File: src/rtl/spfm_pkg.sv
package spfm_pkg;

  // ****************************************
  // Pad indices and selects
  // ****************************************
  localparam int SPFM_NUM_PADS = 17;
  localparam int SPFM_SEL_W = 4;
  localparam int SPFM_GPIO_W = 8;
  localparam int SPFM_NUM_STRAPS = 2;

  localparam int PAD_SERIAL_CTS = 0;
  localparam int PAD_SERIAL_RTS = 1;
  localparam int PAD_SERIAL_RX = 2;
  localparam int PAD_SERIAL_TX = 3;
  localparam int PAD_VOICE_DIN = 4;
  localparam int PAD_VOICE_DOUT = 5;
  localparam int PAD_VOICE_SYNC = 6;
  localparam int PAD_VOICE_CLK = 7;
  localparam int PAD_AUDIO_DOUT = 8;
  localparam int PAD_AUDIO_DIN = 9;
  localparam int PAD_AUDIO_WS = 10;
  localparam int PAD_AUDIO_CLK = 11;
  localparam int PAD_AUX_5 = 12;
  localparam int PAD_AUX_4 = 13;
  localparam int PAD_AUX_3 = 14;
  localparam int PAD_AUX_2 = 15;
  localparam int PAD_CLOCK_REQ = 16;

  localparam logic [3:0] SEL_BASE = 4'h0;
  localparam logic [3:0] SEL_VOICE_A = 4'h1;
  localparam logic [3:0] SEL_VOICE_B = 4'h2;
  localparam logic [3:0] SEL_ALT_3 = 4'h3;
  localparam logic [3:0] SEL_ALT_4 = 4'h4;
  localparam logic [3:0] SEL_AUDIO_MASTER = 4'h5;
  localparam logic [3:0] SEL_ALT_7 = 4'h7;
  localparam logic [3:0] SEL_FLASH = 4'hf;

  localparam logic [2:0] GIDX_0 = 3'h0;
  localparam logic [2:0] GIDX_1 = 3'h1;
  localparam logic [2:0] GIDX_2 = 3'h2;
  localparam logic [2:0] GIDX_3 = 3'h3;
  localparam logic [2:0] GIDX_4 = 3'h4;
  localparam logic [2:0] GIDX_5 = 3'h5;
  localparam logic [2:0] GIDX_6 = 3'h6;
  localparam logic [2:0] GIDX_7 = 3'h7;

  // ****************************************
  // Straps and timing
  // ****************************************
  localparam int STRAP_VSEL = 0;
  localparam int STRAP_HOST = 1;
  localparam logic [1:0] STRAP_PULL_UP = 2'h1;
  localparam logic [1:0] STRAP_PULL_DN = 2'h2;
  localparam logic STRAP_VSEL_DEFAULT = 1'h1;
  localparam logic STRAP_HOST_DEFAULT = 1'h0;
  localparam int STRAP_DELAY_US = 2000;
  localparam int CLK_FREQ_MHZ = 50;
  localparam int STRAP_DELAY_CYCLES_DEF = STRAP_DELAY_US * CLK_FREQ_MHZ;

  typedef enum logic [1:0] {
    ST_POR = 2'h0,
    ST_WAIT = 2'h1,
    ST_CAPTURE = 2'h3,
    ST_RUN = 2'h2
  } spfm_state_t;

  typedef enum logic [3:0] {
    RL_NONE = 4'h0,
    RL_CTS = 4'h1,
    RL_RXD = 4'h2,
    RL_VOICE_IN = 4'h3,
    RL_VOICE_SYNC = 4'h4,
    RL_VOICE_CLK = 4'h5,
    RL_SLAVE_CLK = 4'h6,
    RL_SLAVE_WS = 4'h7,
    RL_AUDIO_IN = 4'h8,
    RL_GRANT = 4'h9,
    RL_FLASH_IN = 4'ha,
    RL_GPIO = 4'hb,
    RL_AGPIO = 4'hc
  } spfm_role_t;

  typedef struct packed {
    logic out;
    logic oe_n;
    spfm_role_t role;
    logic [2:0] idx;
  } spfm_pad_fn_t;

  typedef struct packed {
    logic [7:0] gpio_o;
    logic [7:0] gpio_oe_n;
    logic [7:0] agpio_o;
    logic [7:0] agpio_oe_n;
    logic [1:0] strap_gpio_o;
    logic [1:0] strap_gpio_oe_n;
    logic serial_rts_n;
    logic serial_tx;
    logic voice_out;
    logic voice_sync;
    logic voice_clk;
    logic voice_master;
    logic audio_master_data_out;
    logic audio_master_word_select;
    logic audio_master_bit_clock;
    logic audio_slave_data_out;
    logic prio_status;
    logic link_indicator;
    logic host_clock;
    logic low_power_clock_out;
    logic shared_clock_request;
    logic flash_serial_clock;
    logic flash_data_out;
    logic flash_chip_select_n;
    logic radio_rx_slot;
    logic radio_tx_slot;
  } spfm_core_out_t;

  typedef struct packed {
    logic [7:0] gpio_i;
    logic [7:0] agpio_i;
    logic [1:0] strap_gpio_i;
    logic serial_cts_n;
    logic serial_rx;
    logic voice_in;
    logic voice_sync;
    logic voice_clk;
    logic audio_slave_bit_clock;
    logic audio_slave_word_select;
    logic audio_shared_data_in;
    logic coex_transmit_grant;
    logic flash_data_in;
  } spfm_core_in_t;

  // Idle levels when no pad carries the function: serial idles high, no grant
  localparam spfm_core_in_t CORE_IN_IDLE = '{
    gpio_i: 8'h00, agpio_i: 8'h00, strap_gpio_i: 2'h0,
    serial_cts_n: 1'h1, serial_rx: 1'h1, voice_in: 1'h0, voice_sync: 1'h0,
    voice_clk: 1'h0, audio_slave_bit_clock: 1'h0, audio_slave_word_select: 1'h0,
    audio_shared_data_in: 1'h0, coex_transmit_grant: 1'h0, flash_data_in: 1'h0};

endpackage

File: src/rtl/spfm_top.sv
// Operation
// - Sample strap pins at reset, set modes
// - Capture strap after delay, not at edge
// - After capture strap pins become general I/O
// - Pulls enabled on strap pins while sampling
// - Voltage strap pulled high; 1 = 1.8V
// - Host strap pulled low; high selects SDIO
// - Each pad has its own independent select
// - Select 0 gives aux pads plain I/O
// - Serial pads: 0 serial, 7 general I/O
// - Voice pads: I/O, voice, audio, flash
// - Aux pads 5..2: I/O, audio; aux 5 also clock request
// - Clock request pad: 0 request, 7 I/O
// - Voice sync/clock out as master, in slave
// - Audio master drives clocks; slave receives them
// - Flash master drives clock, data, select
// - Priority status output to coexistence partner
// - Radio active high during receive/transmit slots
// - Group-A I/O via serial CTS/RTS, voice, audio data and clock request pads
module spfm_top
  import spfm_pkg::*;
#(
  parameter int STRAP_DELAY_CYCLES = STRAP_DELAY_CYCLES_DEF
) (
  input wire logic clk_sys_i,
  input wire logic resetn_i,
  input wire logic ext_por_n_i,
  input wire logic [SPFM_NUM_STRAPS-1:0] strap_pad_in_i,
  input wire logic [SPFM_NUM_PADS-1:0] pad_in_i,
  input wire logic [SPFM_NUM_PADS-1:0][SPFM_SEL_W-1:0] pad_sel_i,
  input wire spfm_core_out_t core_out_i,
  output logic [SPFM_NUM_STRAPS-1:0] strap_pad_out_o,
  output logic [SPFM_NUM_STRAPS-1:0] strap_pad_oe_n_o,
  output logic [SPFM_NUM_STRAPS-1:0] strap_pull_up_o,
  output logic [SPFM_NUM_STRAPS-1:0] strap_pull_down_o,
  output logic strap_done_o,
  output logic sdio_pad_1v8_o,
  output logic host_sdio_sel_o,
  output logic [SPFM_NUM_PADS-1:0] pad_out_o,
  output logic [SPFM_NUM_PADS-1:0] pad_oe_n_o,
  output spfm_core_in_t core_in_o,
  output logic coex_radio_active_o
);

  localparam int CNT_W = $clog2(STRAP_DELAY_CYCLES + 1);
  localparam int SYNC_W = SPFM_NUM_PADS + SPFM_NUM_STRAPS + 1;
  localparam logic [CNT_W-1:0] CNT_LAST = CNT_W'(STRAP_DELAY_CYCLES - 1);

  spfm_state_t state;
  spfm_state_t next_state;
  logic [CNT_W-1:0] delay_cnt;
  logic [SYNC_W-1:0] sync_bus;
  logic [SPFM_NUM_PADS-1:0] pad_s;
  logic [SPFM_NUM_STRAPS-1:0] strap_s;
  logic ext_por_n_s;
  spfm_pad_fn_t [SPFM_NUM_PADS-1:0] next_fn;
  spfm_core_in_t next_core_in;

  // ****************************************
  // Input synchronisers
  // ****************************************
  spfm_sync #(
    .WIDTH(SYNC_W)
  ) u_sync (
    .clk_sys_i,
    .resetn_i,
    .async_i({ext_por_n_i, strap_pad_in_i, pad_in_i}),
    .sync_o(sync_bus)
  );

  assign pad_s = sync_bus[SPFM_NUM_PADS-1:0];
  assign strap_s = sync_bus[SPFM_NUM_PADS +: SPFM_NUM_STRAPS];
  assign ext_por_n_s = sync_bus[SYNC_W-1];

  // ****************************************
  // Strap sequencing
  // ****************************************
  always_comb
  begin
    next_state = state;
    case (state)
      ST_POR:
      begin
        if (ext_por_n_s)
          next_state = ST_WAIT;
      end
      ST_WAIT:
      begin
        if (delay_cnt == CNT_LAST)
          next_state = ST_CAPTURE;
      end
      ST_CAPTURE:
        next_state = ST_RUN;
      ST_RUN:
        next_state = ST_RUN;
      default:
        next_state = ST_POR;
    endcase
    // External reset input restarts the whole strap sequence
    if (!ext_por_n_s)
      next_state = ST_POR;
  end

  always_ff @(posedge clk_sys_i)
  begin
    if (!resetn_i)
      state <= ST_POR;
    else
      state <= next_state;
  end

  always_ff @(posedge clk_sys_i)
  begin
    if (!resetn_i)
      delay_cnt <= '0;
    else if (state == ST_WAIT)
      delay_cnt <= delay_cnt + CNT_W'(1);
    else
      delay_cnt <= '0;
  end

  // Latched values change only in CAPTURE, so later pad activity cannot disturb them
  always_ff @(posedge clk_sys_i)
  begin
    if (!resetn_i)
    begin
      sdio_pad_1v8_o <= STRAP_VSEL_DEFAULT;
      host_sdio_sel_o <= STRAP_HOST_DEFAULT;
    end
    else if (state == ST_CAPTURE)
    begin
      sdio_pad_1v8_o <= strap_s[STRAP_VSEL];
      host_sdio_sel_o <= strap_s[STRAP_HOST];
    end
  end

  // Pulls stay on until capture so an undriven strap reads its default
  always_ff @(posedge clk_sys_i)
  begin
    if (!resetn_i)
    begin
      strap_done_o <= 1'h0;
      strap_pad_out_o <= '0;
      strap_pad_oe_n_o <= '1;
      strap_pull_up_o <= STRAP_PULL_UP;
      strap_pull_down_o <= STRAP_PULL_DN;
    end
    else if (next_state == ST_RUN)
    begin
      strap_done_o <= 1'h1;
      strap_pad_out_o <= core_out_i.strap_gpio_o;
      strap_pad_oe_n_o <= core_out_i.strap_gpio_oe_n;
      strap_pull_up_o <= '0;
      strap_pull_down_o <= '0;
    end
    else
    begin
      strap_done_o <= 1'h0;
      strap_pad_out_o <= '0;
      strap_pad_oe_n_o <= '1;
      strap_pull_up_o <= STRAP_PULL_UP;
      strap_pull_down_o <= STRAP_PULL_DN;
    end
  end

  // ****************************************
  // Pad function decode
  // ****************************************
  function automatic spfm_pad_fn_t drv(input logic val);
    drv = '{out: val, oe_n: 1'h0, role: RL_NONE, idx: GIDX_0};
  endfunction

  function automatic spfm_pad_fn_t rcv(input spfm_role_t role);
    rcv = '{out: 1'h0, oe_n: 1'h1, role: role, idx: GIDX_0};
  endfunction

  function automatic spfm_pad_fn_t gio(input logic [7:0] o, input logic [7:0] oe_n,
                                       input spfm_role_t role, input logic [2:0] i);
    gio = '{out: o[i], oe_n: oe_n[i], role: role, idx: i};
  endfunction

  // Voice sync and clock turn around with the master/slave choice
  function automatic spfm_pad_fn_t vio(input logic val, input logic master,
                                       input spfm_role_t role);
    vio = '{out: val, oe_n: !master, role: master ? RL_NONE : role, idx: GIDX_0};
  endfunction

  function automatic spfm_pad_fn_t pad_map(input int pin, input logic [3:0] sel,
                                           input spfm_core_out_t c);
    spfm_pad_fn_t f;
    logic [7:0] g;
    logic [7:0] gn;
    logic [7:0] a;
    logic [7:0] an;
    f = rcv(RL_NONE);
    g = c.gpio_o;
    gn = c.gpio_oe_n;
    a = c.agpio_o;
    an = c.agpio_oe_n;
    case (pin)
      PAD_SERIAL_CTS:
        case (sel)
          SEL_BASE: f = rcv(RL_CTS);
          SEL_ALT_7: f = gio(a, an, RL_AGPIO, GIDX_1);
          default: f = rcv(RL_NONE);
        endcase
      PAD_SERIAL_RTS:
        case (sel)
          SEL_BASE: f = drv(c.serial_rts_n);
          SEL_ALT_7: f = gio(a, an, RL_AGPIO, GIDX_0);
          default: f = rcv(RL_NONE);
        endcase
      PAD_SERIAL_RX:
        case (sel)
          SEL_BASE: f = rcv(RL_RXD);
          SEL_ALT_7: f = gio(g, gn, RL_GPIO, GIDX_5);
          default: f = rcv(RL_NONE);
        endcase
      PAD_SERIAL_TX:
        case (sel)
          SEL_BASE: f = drv(c.serial_tx);
          SEL_ALT_7: f = gio(g, gn, RL_GPIO, GIDX_4);
          default: f = rcv(RL_NONE);
        endcase
      PAD_VOICE_DIN:
        case (sel)
          SEL_BASE: f = gio(a, an, RL_AGPIO, GIDX_3);
          SEL_VOICE_A, SEL_VOICE_B: f = rcv(RL_VOICE_IN);
          SEL_ALT_3: f = drv(c.host_clock);
          SEL_ALT_7: f = rcv(RL_AUDIO_IN);
          SEL_FLASH: f = rcv(RL_FLASH_IN);
          default: f = rcv(RL_NONE);
        endcase
      PAD_VOICE_DOUT:
        case (sel)
          SEL_BASE: f = gio(a, an, RL_AGPIO, GIDX_2);
          SEL_VOICE_A, SEL_VOICE_B: f = drv(c.voice_out);
          SEL_ALT_3: f = drv(c.link_indicator);
          SEL_AUDIO_MASTER: f = drv(c.audio_master_data_out);
          SEL_ALT_7: f = drv(c.audio_slave_data_out);
          SEL_FLASH: f = drv(c.flash_data_out);
          default: f = rcv(RL_NONE);
        endcase
      PAD_VOICE_SYNC:
        case (sel)
          SEL_BASE: f = gio(a, an, RL_AGPIO, GIDX_1);
          SEL_VOICE_A, SEL_VOICE_B: f = vio(c.voice_sync, c.voice_master, RL_VOICE_SYNC);
          SEL_ALT_3: f = drv(c.host_clock);
          SEL_AUDIO_MASTER: f = drv(c.audio_master_word_select);
          SEL_ALT_7: f = rcv(RL_SLAVE_WS);
          SEL_FLASH: f = drv(c.flash_chip_select_n);
          default: f = rcv(RL_NONE);
        endcase
      PAD_VOICE_CLK:
        case (sel)
          SEL_BASE: f = gio(a, an, RL_AGPIO, GIDX_0);
          SEL_VOICE_A, SEL_VOICE_B: f = vio(c.voice_clk, c.voice_master, RL_VOICE_CLK);
          SEL_AUDIO_MASTER: f = drv(c.audio_master_bit_clock);
          SEL_ALT_7: f = rcv(RL_SLAVE_CLK);
          SEL_FLASH: f = drv(c.flash_serial_clock);
          default: f = rcv(RL_NONE);
        endcase
      PAD_AUDIO_DOUT:
        case (sel)
          SEL_BASE: f = gio(a, an, RL_AGPIO, GIDX_5);
          SEL_VOICE_A: f = drv(c.voice_out);
          SEL_ALT_4: f = drv(c.audio_slave_data_out);
          SEL_AUDIO_MASTER: f = drv(c.audio_master_data_out);
          SEL_ALT_7: f = drv(c.prio_status);
          default: f = rcv(RL_NONE);
        endcase
      PAD_AUDIO_DIN:
        case (sel)
          SEL_BASE: f = gio(a, an, RL_AGPIO, GIDX_6);
          SEL_VOICE_A: f = rcv(RL_VOICE_IN);
          SEL_ALT_3: f = drv(c.host_clock);
          SEL_ALT_4: f = rcv(RL_AUDIO_IN);
          SEL_ALT_7: f = rcv(RL_GRANT);
          default: f = rcv(RL_NONE);
        endcase
      PAD_AUDIO_WS:
        case (sel)
          SEL_BASE: f = gio(g, gn, RL_GPIO, GIDX_7);
          SEL_VOICE_A: f = vio(c.voice_sync, c.voice_master, RL_VOICE_SYNC);
          SEL_ALT_3: f = drv(c.link_indicator);
          SEL_AUDIO_MASTER: f = drv(c.audio_master_word_select);
          SEL_ALT_7: f = rcv(RL_SLAVE_WS);
          default: f = rcv(RL_NONE);
        endcase
      PAD_AUDIO_CLK:
        case (sel)
          SEL_BASE: f = gio(g, gn, RL_GPIO, GIDX_6);
          SEL_VOICE_A: f = vio(c.voice_clk, c.voice_master, RL_VOICE_CLK);
          SEL_ALT_4: f = drv(c.low_power_clock_out);
          SEL_AUDIO_MASTER: f = drv(c.audio_master_bit_clock);
          SEL_ALT_7: f = rcv(RL_SLAVE_CLK);
          default: f = rcv(RL_NONE);
        endcase
      PAD_AUX_5:
        case (sel)
          SEL_BASE: f = gio(g, gn, RL_GPIO, GIDX_5);
          SEL_VOICE_A: f = drv(c.host_clock);
          SEL_ALT_3: f = drv(c.audio_master_bit_clock);
          SEL_ALT_4: f = rcv(RL_SLAVE_CLK);
          SEL_ALT_7: f = drv(c.shared_clock_request);
          default: f = rcv(RL_NONE);
        endcase
      PAD_AUX_4:
        case (sel)
          SEL_BASE: f = gio(g, gn, RL_GPIO, GIDX_4);
          SEL_VOICE_A: f = drv(c.link_indicator);
          SEL_ALT_3: f = drv(c.audio_master_data_out);
          SEL_ALT_4: f = drv(c.audio_slave_data_out);
          default: f = rcv(RL_NONE);
        endcase
      PAD_AUX_3:
        case (sel)
          SEL_BASE: f = gio(g, gn, RL_GPIO, GIDX_3);
          SEL_ALT_3: f = drv(c.audio_master_word_select);
          SEL_ALT_4: f = rcv(RL_SLAVE_WS);
          default: f = rcv(RL_NONE);
        endcase
      PAD_AUX_2:
        case (sel)
          SEL_BASE: f = gio(g, gn, RL_GPIO, GIDX_2);
          SEL_ALT_4: f = rcv(RL_AUDIO_IN);
          default: f = rcv(RL_NONE);
        endcase
      PAD_CLOCK_REQ:
        case (sel)
          SEL_BASE: f = drv(c.shared_clock_request);
          SEL_ALT_7: f = gio(a, an, RL_AGPIO, GIDX_7);
          default: f = rcv(RL_NONE);
        endcase
      default: f = rcv(RL_NONE);
    endcase
    return f;
  endfunction

  always_comb
  begin
    for (int p = 0; p < SPFM_NUM_PADS; p++)
      next_fn[p] = pad_map(p, pad_sel_i[p], core_out_i);
  end

  // ****************************************
  // Input routing
  // ****************************************
  // Two pads claiming one input: the lowest-numbered pad wins
  always_comb
  begin
    next_core_in = CORE_IN_IDLE;
    next_core_in.strap_gpio_i = strap_done_o ? strap_s : '0;
    for (int p = SPFM_NUM_PADS - 1; p >= 0; p--)
    begin
      case (next_fn[p].role)
        RL_CTS: next_core_in.serial_cts_n = pad_s[p];
        RL_RXD: next_core_in.serial_rx = pad_s[p];
        RL_VOICE_IN: next_core_in.voice_in = pad_s[p];
        RL_VOICE_SYNC: next_core_in.voice_sync = pad_s[p];
        RL_VOICE_CLK: next_core_in.voice_clk = pad_s[p];
        RL_SLAVE_CLK: next_core_in.audio_slave_bit_clock = pad_s[p];
        RL_SLAVE_WS: next_core_in.audio_slave_word_select = pad_s[p];
        RL_AUDIO_IN: next_core_in.audio_shared_data_in = pad_s[p];
        RL_GRANT: next_core_in.coex_transmit_grant = pad_s[p];
        RL_FLASH_IN: next_core_in.flash_data_in = pad_s[p];
        RL_GPIO: next_core_in.gpio_i[next_fn[p].idx] = pad_s[p];
        RL_AGPIO: next_core_in.agpio_i[next_fn[p].idx] = pad_s[p];
        default: ;
      endcase
    end
  end

  // ****************************************
  // Registered pad and core outputs
  // ****************************************
  always_ff @(posedge clk_sys_i)
  begin
    if (!resetn_i)
    begin
      pad_out_o <= '0;
      pad_oe_n_o <= '1;
    end
    else
    begin
      for (int p = 0; p < SPFM_NUM_PADS; p++)
      begin
        pad_out_o[p] <= next_fn[p].out;
        pad_oe_n_o[p] <= next_fn[p].oe_n;
      end
    end
  end

  always_ff @(posedge clk_sys_i)
  begin
    if (!resetn_i)
      core_in_o <= CORE_IN_IDLE;
    else
      core_in_o <= next_core_in;
  end

  always_ff @(posedge clk_sys_i)
  begin
    if (!resetn_i)
      coex_radio_active_o <= 1'h0;
    else
      coex_radio_active_o <= core_out_i.radio_rx_slot | core_out_i.radio_tx_slot;
  end

endmodule

File: src/rtl/spfm_sync.sv
module spfm_sync
  import spfm_pkg::*;
#(
  parameter int WIDTH = 1
) (
  input wire logic clk_sys_i,
  input wire logic resetn_i,
  input wire logic [WIDTH-1:0] async_i,
  output logic [WIDTH-1:0] sync_o
);

  logic [WIDTH-1:0] meta;

  // ****************************************
  // Two-stage synchroniser
  // ****************************************
  always_ff @(posedge clk_sys_i)
  begin
    if (!resetn_i)
    begin
      meta <= '0;
      sync_o <= '0;
    end
    else
    begin
      meta <= async_i;
      sync_o <= meta;
    end
  end

endmodule

File: config.mk
export PLATFORM = sky130hd
export DESIGN_NAME = spfm_top
export DESIGN_NICKNAME = d
export VERILOG_FILES = /design/src/rtl/spfm_pkg.sv /design/src/rtl/spfm_top.sv /design/src/rtl/spfm_sync.sv
export SDC_FILE = /design/constraint.sdc
export NUM_CORES = 1
export LEC_CHECK = 0
export BUFFER_PORTS_ARGS = -buffer_cell sky130_fd_sc_hd__buf_2
export CORE_ASPECT_RATIO = 0.9
export CORE_MARGIN = 2
export CORE_UTILIZATION = 40
export CTS_CLUSTER_SIZE = 14
export DETAILED_ROUTE_END_ITERATION = 6
export HOLD_SLACK_MARGIN = 0.05
export PLACE_DENSITY = 0.77
export SYNTH_ARGS = -nofsm -noshare
export SYNTH_HDL_FRONTEND = slang
export SYNTH_SLANG_ARGS = --single-unit
File: constraint.sdc
create_clock -name clk_sys_i -period 3.1 [get_ports clk_sys_i]
set_input_delay 0.465 -clock clk_sys_i [delete_from_list [all_inputs] [get_ports clk_sys_i]]
set_output_delay 0.465 -clock clk_sys_i [all_outputs]
set_load 0.01 [all_outputs]
==> run summary, run 1 <==
Max VDD drop - 0.340 mV
final slew viol count - 0
vias - 4,468
IO Port Bufs - 210
share of layout cells above drive strength 1 - 34.0%
initial antenna violation count - 1
Setup TNS - 0 ps
nature of the critical path startpoint - flop
routed wire length - 12.6 mm
power density over the cells - 574 nW/µm²
hold path depth - 2
Ant. Diodes - 0
syn avg cell area - 9.62 µm²
fill count - 1,130
worst skew pair latency - 410 ps
Clock transition at path regs - 50 ps
drc violations - 0
# nets final - 872
post-synthesis simple-gate area fraction - 28.8%
largest area contributor in the netlist - dfxtp_1
outcome - complete, no violations
vias in the first global route - 4,256
area delta synth->final - 35.5%
initial drt markers - 362
reg2reg path depth - 5
DR vias/cell - 4.99
mux contribution to synthesized area - 3.60%
GRT Total Usage - 19.1%
CP endpoint kind - flop
full die area - 13,100 µm²
Final Critical Period - 1720 ps
worst-margin pin slew - 666 ps
global-route wire length before repair - 19.3 mm
Slew HR - 55.2%
Detailed Place HPWL - 9.67 mm
Fin. Hold Viols - 0
largest net degree at the start of global routing - 62
grt ovf - 0
part of the cycle the worst path needs - 55.5%
leakage power - 2.86 nW
CTS Hold Bufs - 0
CTS tree - yes
worst min path class - input pin to flop
Post-Syn Instances - 509
Routed Antenna Nets - 0
f_max - 581 MHz
Yosys reg bits - 129
Die Wd - 121 µm
Yosys Warn Count - 0
Synth top area share - 52.7%
drt wl/cell - 14.1 µm
# IOs - 220
Met3 Wirelength - 1.01 mm
adder-cell share of the synthesized area - 0.255%
clock root buffer - clkbuf_16
cell area after synthesis - 4900 µm²
post-synthesis sequential area ratio - 52.7%
H-tree lvl count - 4
R2R Setup Slk - 1380 ps
worst clock skew - 7.48 ps
Hold Startpoint - core_out_i[42]
First-pass DRT Iterations - 4
fraction of registers with async set/reset - 0%
Cell variety after synth - 52
main area contributors after synthesis - dfxtp_1 (53%), and2_1 (6.5%), nor2_1 (3.0%), xnor2_1 (2.7%), mux2i_1 (2.5%)
Compound-Gate Fraction of Synth Area - 8.71%
WHS - 243 ps
FF-to-FF End - delay_cnt[14]
Critical R2R Launch - delay_cnt[0]
Initial Utilization - 40.9%
largest family of logic cells by synthesized area - simple AND/OR/NAND/NOR gates
total CTS buffers - 17
# rows - 38
CTS max path bufs - 2
Setup CP Type - flop to flop
most frequent cells in the layout - buf_2 (210), dfxtp_1 (129), and2_1 (51), nor2_1 (39), nand2_1 (25)
setup repair bufs after CTS - 0
GP Congestion - 0.864
CTS sink count - 129
Post-synth EDFFs - 0
Top FF cell, synth - dfxtp_1
CP Max Fanout - 7
core area - 12,000 µm²
Tot Pwr - 3.81 mW
hold endpoint - pad_oe_n_o[15]
max cap viols - 0
met2 WL - 6.14 mm
post-cts sizing count - 0
crit path DAT - 1990 ps
Post-Route M1 WL - 5.22 mm
most common cell after layout, fill and taps aside - buf_2
CP Data Required Time - 3370 ps
RSZ-0062 raised after global routing - false
Setup violations, final - 0
XOR/XNOR Fraction of Synth Area - 2.86%
Die Y - 109 µm
highest metal used - met4
## flip-flops by register name, summed over array words and instances (netlist names)
register and cells:
coex_radio_active_o 1, strap_pull_down_o 1, pad_oe_n_o 17, sdio_pad_1v8_o 1, delay_cnt 17, strap_pad_oe_n_o 2, u_sync.sync_o 20, state 2
host_sdio_sel_o 1, strap_done_o 1, pad_out_o 17, u_sync.meta 20, core_in_o 27, strap_pad_out_o 2
## how the worst max path moves through the flow
| stage | to | start | slack [ps] | cells after the start |
|---|---|---|---|---|
| after floorplan | core_in_o[4] | pad_sel_i[49] | 1560 | 4 |
| after global placement | core_in_o[4] | pad_sel_i[49] | 1280 | 5 |
| after detailed placement | pad_out_o[4] | resetn_i | 1250 | 4 |
| after CTS | delay_cnt[13] | delay_cnt[2] | 1420 | 4 |
| after global routing | delay_cnt[14] | delay_cnt[0] | 1250 | 5 |
| final | delay_cnt[14] | delay_cnt[0] | 1380 | 5 |
## stage by stage
stage               area, µm²  instances  util (%)  worst slack (ps)
finish                   6640        896      55.4              1380
global route             6640        896      55.4              1250
CTS                      6640        896      55.4              1420
detailed placement       6100        866      50.9              1250
global placement         6100        866      50.9              1280
floorplan                4910        513         -              1560
## worst max-delay path, stage by stage, from the launching register on
cell and delay, ps:
dfxtp_1 390, ha_1 230, nand3_1 250, nor4_1 470, xnor2_1 190, nor2_1 50
## final cells by class
cell class / instances / area [µm²] / area share [%]
sequential: 129 / 2580 / 38.9
inverter: 16 / 60.1 / 0.905
timing repair buffer: 211 / 1070 / 16.1
tap: 160 / 200 / 3.02
clock inverter: 7 / 60.1 / 0.905
multi-input combinational: 350 / 2190 / 32.9
clock buffer: 23 / 478 / 7.20
## cell usage after synthesis, types with 2 or more instances
library cell    n
a221oi_1        2
nor4_1         13
nand2b_1       13
nor2b_1        13
inv_1          16
and3_1          8
mux4_2          2
o21a_1          2
clkbuf_1       13
nand3b_1        3
a21boi_0        7
nor3_1         16
nor4b_1         4
nand2_1        25
mux2i_1        12
dfxtp_1       129
buf_4           4
a21oi_1        15
and2_1         51
nand4_1         7
nor2_1         39
o211ai_1        6
nor3b_1         6
or2_2           5
a22oi_1         4
and4b_1         2
or3_1           7
nand4b_1        7
o221ai_1        2
o21ai_0        18
or4_1           2
a2bb2oi_1       2
nand3_1        20
xnor2_1        15
a211oi_1        2
## power breakdown
group / total [mW] / switching [mW] / internal, mW
clock network: 1.80 / 0.655 / 1.15
logic: 0.291 / 0.148 / 0.143
registers: 1.72 / 0.0132 / 1.70
total: 3.81 / 0.816 / 2.99
## metal layers
layer,up-vias,GRT usage (%)
met4,0,10.2
met3,23,6.64
met1,2061,21.6
met2,172,31.9
met5,-,0
li1,2212,-
## kinds of logic after synthesis
family,Yosys count
buf+inv,34
mux,15
xor+xnor,16
flops,129
fa+ha+maj,1
compound gates,66
other cells,1
simple gates,247
No activity file was read; power rests on OpenSTA's default activity.
==> run 2: changes to the inputs <==
--- a/config.mk
+++ b/config.mk
@@ -12,7 +12,7 @@
 export CTS_CLUSTER_SIZE = 14
 export DETAILED_ROUTE_END_ITERATION = 6
 export HOLD_SLACK_MARGIN = 0.05
-export PLACE_DENSITY = 0.77
+export PLACE_DENSITY = 0.79
 export SYNTH_ARGS = -nofsm -noshare
 export SYNTH_HDL_FRONTEND = slang
 export SYNTH_SLANG_ARGS = --single-unit
==> constraint.sdc (replaced) <==
create_clock -name clk_sys_i -period 1.5 [get_ports clk_sys_i]
set_input_delay 0.225 -clock clk_sys_i [delete_from_list [all_inputs] [get_ports clk_sys_i]]
set_output_delay 0.225 -clock clk_sys_i [all_outputs]
set_load 0.01 [all_outputs]
==> run summary, run 2 (same netlist as run 1, synthesis figures left out) <==
GRT Total Usage - 20.5% (+1.4 points)
vias - 4,747 (+6.2%)
power density over the cells - 1140 nW/µm² (+99%)
outcome - complete, no violations
IO Port Bufs - 210 (unchanged)
Cell Chain, Critical Path - nand4_4, or4_4, or3_1, a21oi_1
# nets final - 939 (+7.7%)
clock root buffer - clkbuf_16
First-pass DRT Iterations - 4 (unchanged)
DR vias/cell - 4.92 (-1.4%)
Ant. Diodes - 0 (unchanged)
nature of the critical path startpoint - flop
global-route wire length before repair - 21.0 mm (+8.7%)
core area - 12,000 µm² (unchanged)
# rows - 38 (unchanged)
initial drt markers - 240 (-34%)
CP Data Required Time - 1830 ps (-1540 ps)
pre-CTS setup slack - -34.9 ps (-1280 ps)
worst clock skew - 7.61 ps (+0.128 ps)
CP endpoint kind - flop
Slowest cell on crit path - or4_4
worst skew pair latency - 400 ps (about the same)
final worst slack - 17.6 ps (-1360 ps)
most common cell after layout, fill and taps aside - buf_2
worst min path class - input pin to flop
Die Wd - 121 µm (unchanged)
Pint - 6.65 mW (+120%)
share of layout cells above drive strength 1 - 36.9% (+2.9 points)
grt ovf - 0 (unchanged)
drc violations - 0 (unchanged)
Clk pwr share - 49.9% (+2.6 points)
buffers and inverters on the worst path - 0 (unchanged)
final slew viol count - 0 (unchanged)
Clock transition at path regs - 60 ps (about the same)
total CTS buffers - 17 (unchanged)
initial antenna violation count - 0 (-1)
f_max - 675 MHz (+16%)
max FFs per register - 27 (unchanged)
Initial Utilization - 40.9% (unchanged)
Routed Antenna Nets - 0 (unchanged)
Detailed Place HPWL - 9.48 mm (-2.0%)
Worst path max stage delay - 480 ps (about the same)
max cap viols - 0 (unchanged)
largest reg by FF count - core_in_o
Fin. Hold Viols - 0 (unchanged)
largest net degree at the start of global routing - 48 (-23%)
Switching Share - 21.7% (+0.31 points)
Critical R2R Launch - delay_cnt[0]
drt wl/cell - 14.2 µm (+0.41%)
full die area - 13,100 µm² (unchanged)
# IOs - 220 (unchanged)
area delta synth->final - 52.0%
crit path DAT - 1820 ps (-170 ps)
CP Max Fanout - 3 (-4)
Setup violations, final - 0 (unchanged)
Setup CP Type - flop to flop
Hold Startpoint - core_out_i[31]
CTS max path bufs - 2 (unchanged)
kind of cell adding the most delay to the critical path - simple AND/OR/NAND/NOR gates
fill count - 978 (-13%)
WHS - 74.1 ps (-169 ps)
Largest regs - core_in_o (27), u_sync.meta (20), u_sync.sync_o (20)
Comb power frac - 8.5% (+0.8 points)
part of the cycle the worst path needs - 98.8% (+43 points)
most frequent cells in the layout - buf_2 (210), dfxtp_1 (121), and2_1 (51), dlygate4sd3_1 (46), nor2_1 (39)
Tot Pwr - 8.49 mW (+120%)
CTS sink count - 129 (unchanged)
routed wire length - 13.7 mm (+8.1%)
GP Congestion - 0.843 (-2.5%)
vias in the first global route - 4,534 (+6.5%)
leakage power - 3.20 nW (+12%)
post-layout util - 62.1% (+6.7 points)
Reg power frac - 41.6% (-3.5 points)
CTS tree - yes
H-tree lvl count - 4 (unchanged)
Final Critical Period - 1480 ps (-240 ps)
crit path from - delay_cnt[0]
Psw - 1.85 mW (+130%)
Die Y - 109 µm (unchanged)
RSZ-0062 raised after global routing - true
Max VDD drop - 0.704 mV (+110%)
run 2: changes by cell type in the layout (fill, tap and decap cells not counted), moves of 3 or more:
cell	previous run	this run
dfxtp_4	0	3
nor4_2	0	6
dfxtp_1	129	121
clkinvlp_4	0	4
dlygate4sd3_1	0	46
buf_4	0	21
nor4_1	13	7
clkbuf_1	3	0
clkinv_2	6	2
dfxtp_2	0	5
run 2: per-layer routing:
metal | routed length (µm) | share of wire (%) | GRT usage, % | vias up
met4 | 227 | 1.7 | 8.14 | 0
li1 | - | - | - | 2339
met1 | 5600 | 41 | 23.2 | 2184
met3 | 935 | 6.8 | 5.75 | 22
met2 | 6910 | 51 | 36.6 | 202
met5 | 0 | 0 | 0 | -
run 2: worst paths after layout:
kind / to / slack, ps / depth (start not counted)
setup / recovery: delay_cnt[13] / 20 / 4
setup reg to reg: delay_cnt[13] / 20 / 4
hold / removal: pad_oe_n_o[16] / 70 / 3
hold reg to reg: u_sync.sync_o[16] / 430 / 1
run 2: tightest hold or removal path: stages:
cell	delay (ps)
buf_2	80
nor2b_1	30
o21ai_0	120
run 2: area by class of cell:
type | instances | area, µm² | area share (%)
Timing Repair Buffer | 278 | 1690 | 22.7
Sequential cell | 129 | 2600 | 34.9
Clock buffer | 20 | 467 | 6.27
Tap cell | 160 | 200 | 2.69
Multi-Input combinational cell | 350 | 2270 | 30.5
Clock inverter | 12 | 156 | 2.10
Inverter | 16 | 60.1 | 0.807
run 2: what timing repair did:
action / 4_1_cts / 5_1_grt
resized for setup: 3 / 21
endpoints found under the setup margin: 2 / 11
hold buffers: 46 / 0
pin swaps: 0 / 3
hold endpoints to repair: 41 / 0
cloned: 0 / 0
buffers inserted: 0 / 1
run 2: power by group through the flow:
stage                     clock, mW  combinational [mW]  sequential (mW)
after global routing           4.47               0.794             3.54
after detailed placement          0               0.614             3.62
after global placement            0               0.603             3.61
after CTS                      4.32               0.708             3.54
after floorplan                   0               0.250             3.63
final                          4.24               0.718             3.54
run 2: per-stage QoR:
stage,std cells,setup TNS (ps),cell area [µm²]
5_1_grt,965,-29.2,7450
4_1_cts,964,-11.0,7350
2_1_floorplan,513,0,4920
3_5_place_dp,886,-43.6,6250
6_report,965,0,7450
3_3_place_gp,886,-7.07,6250
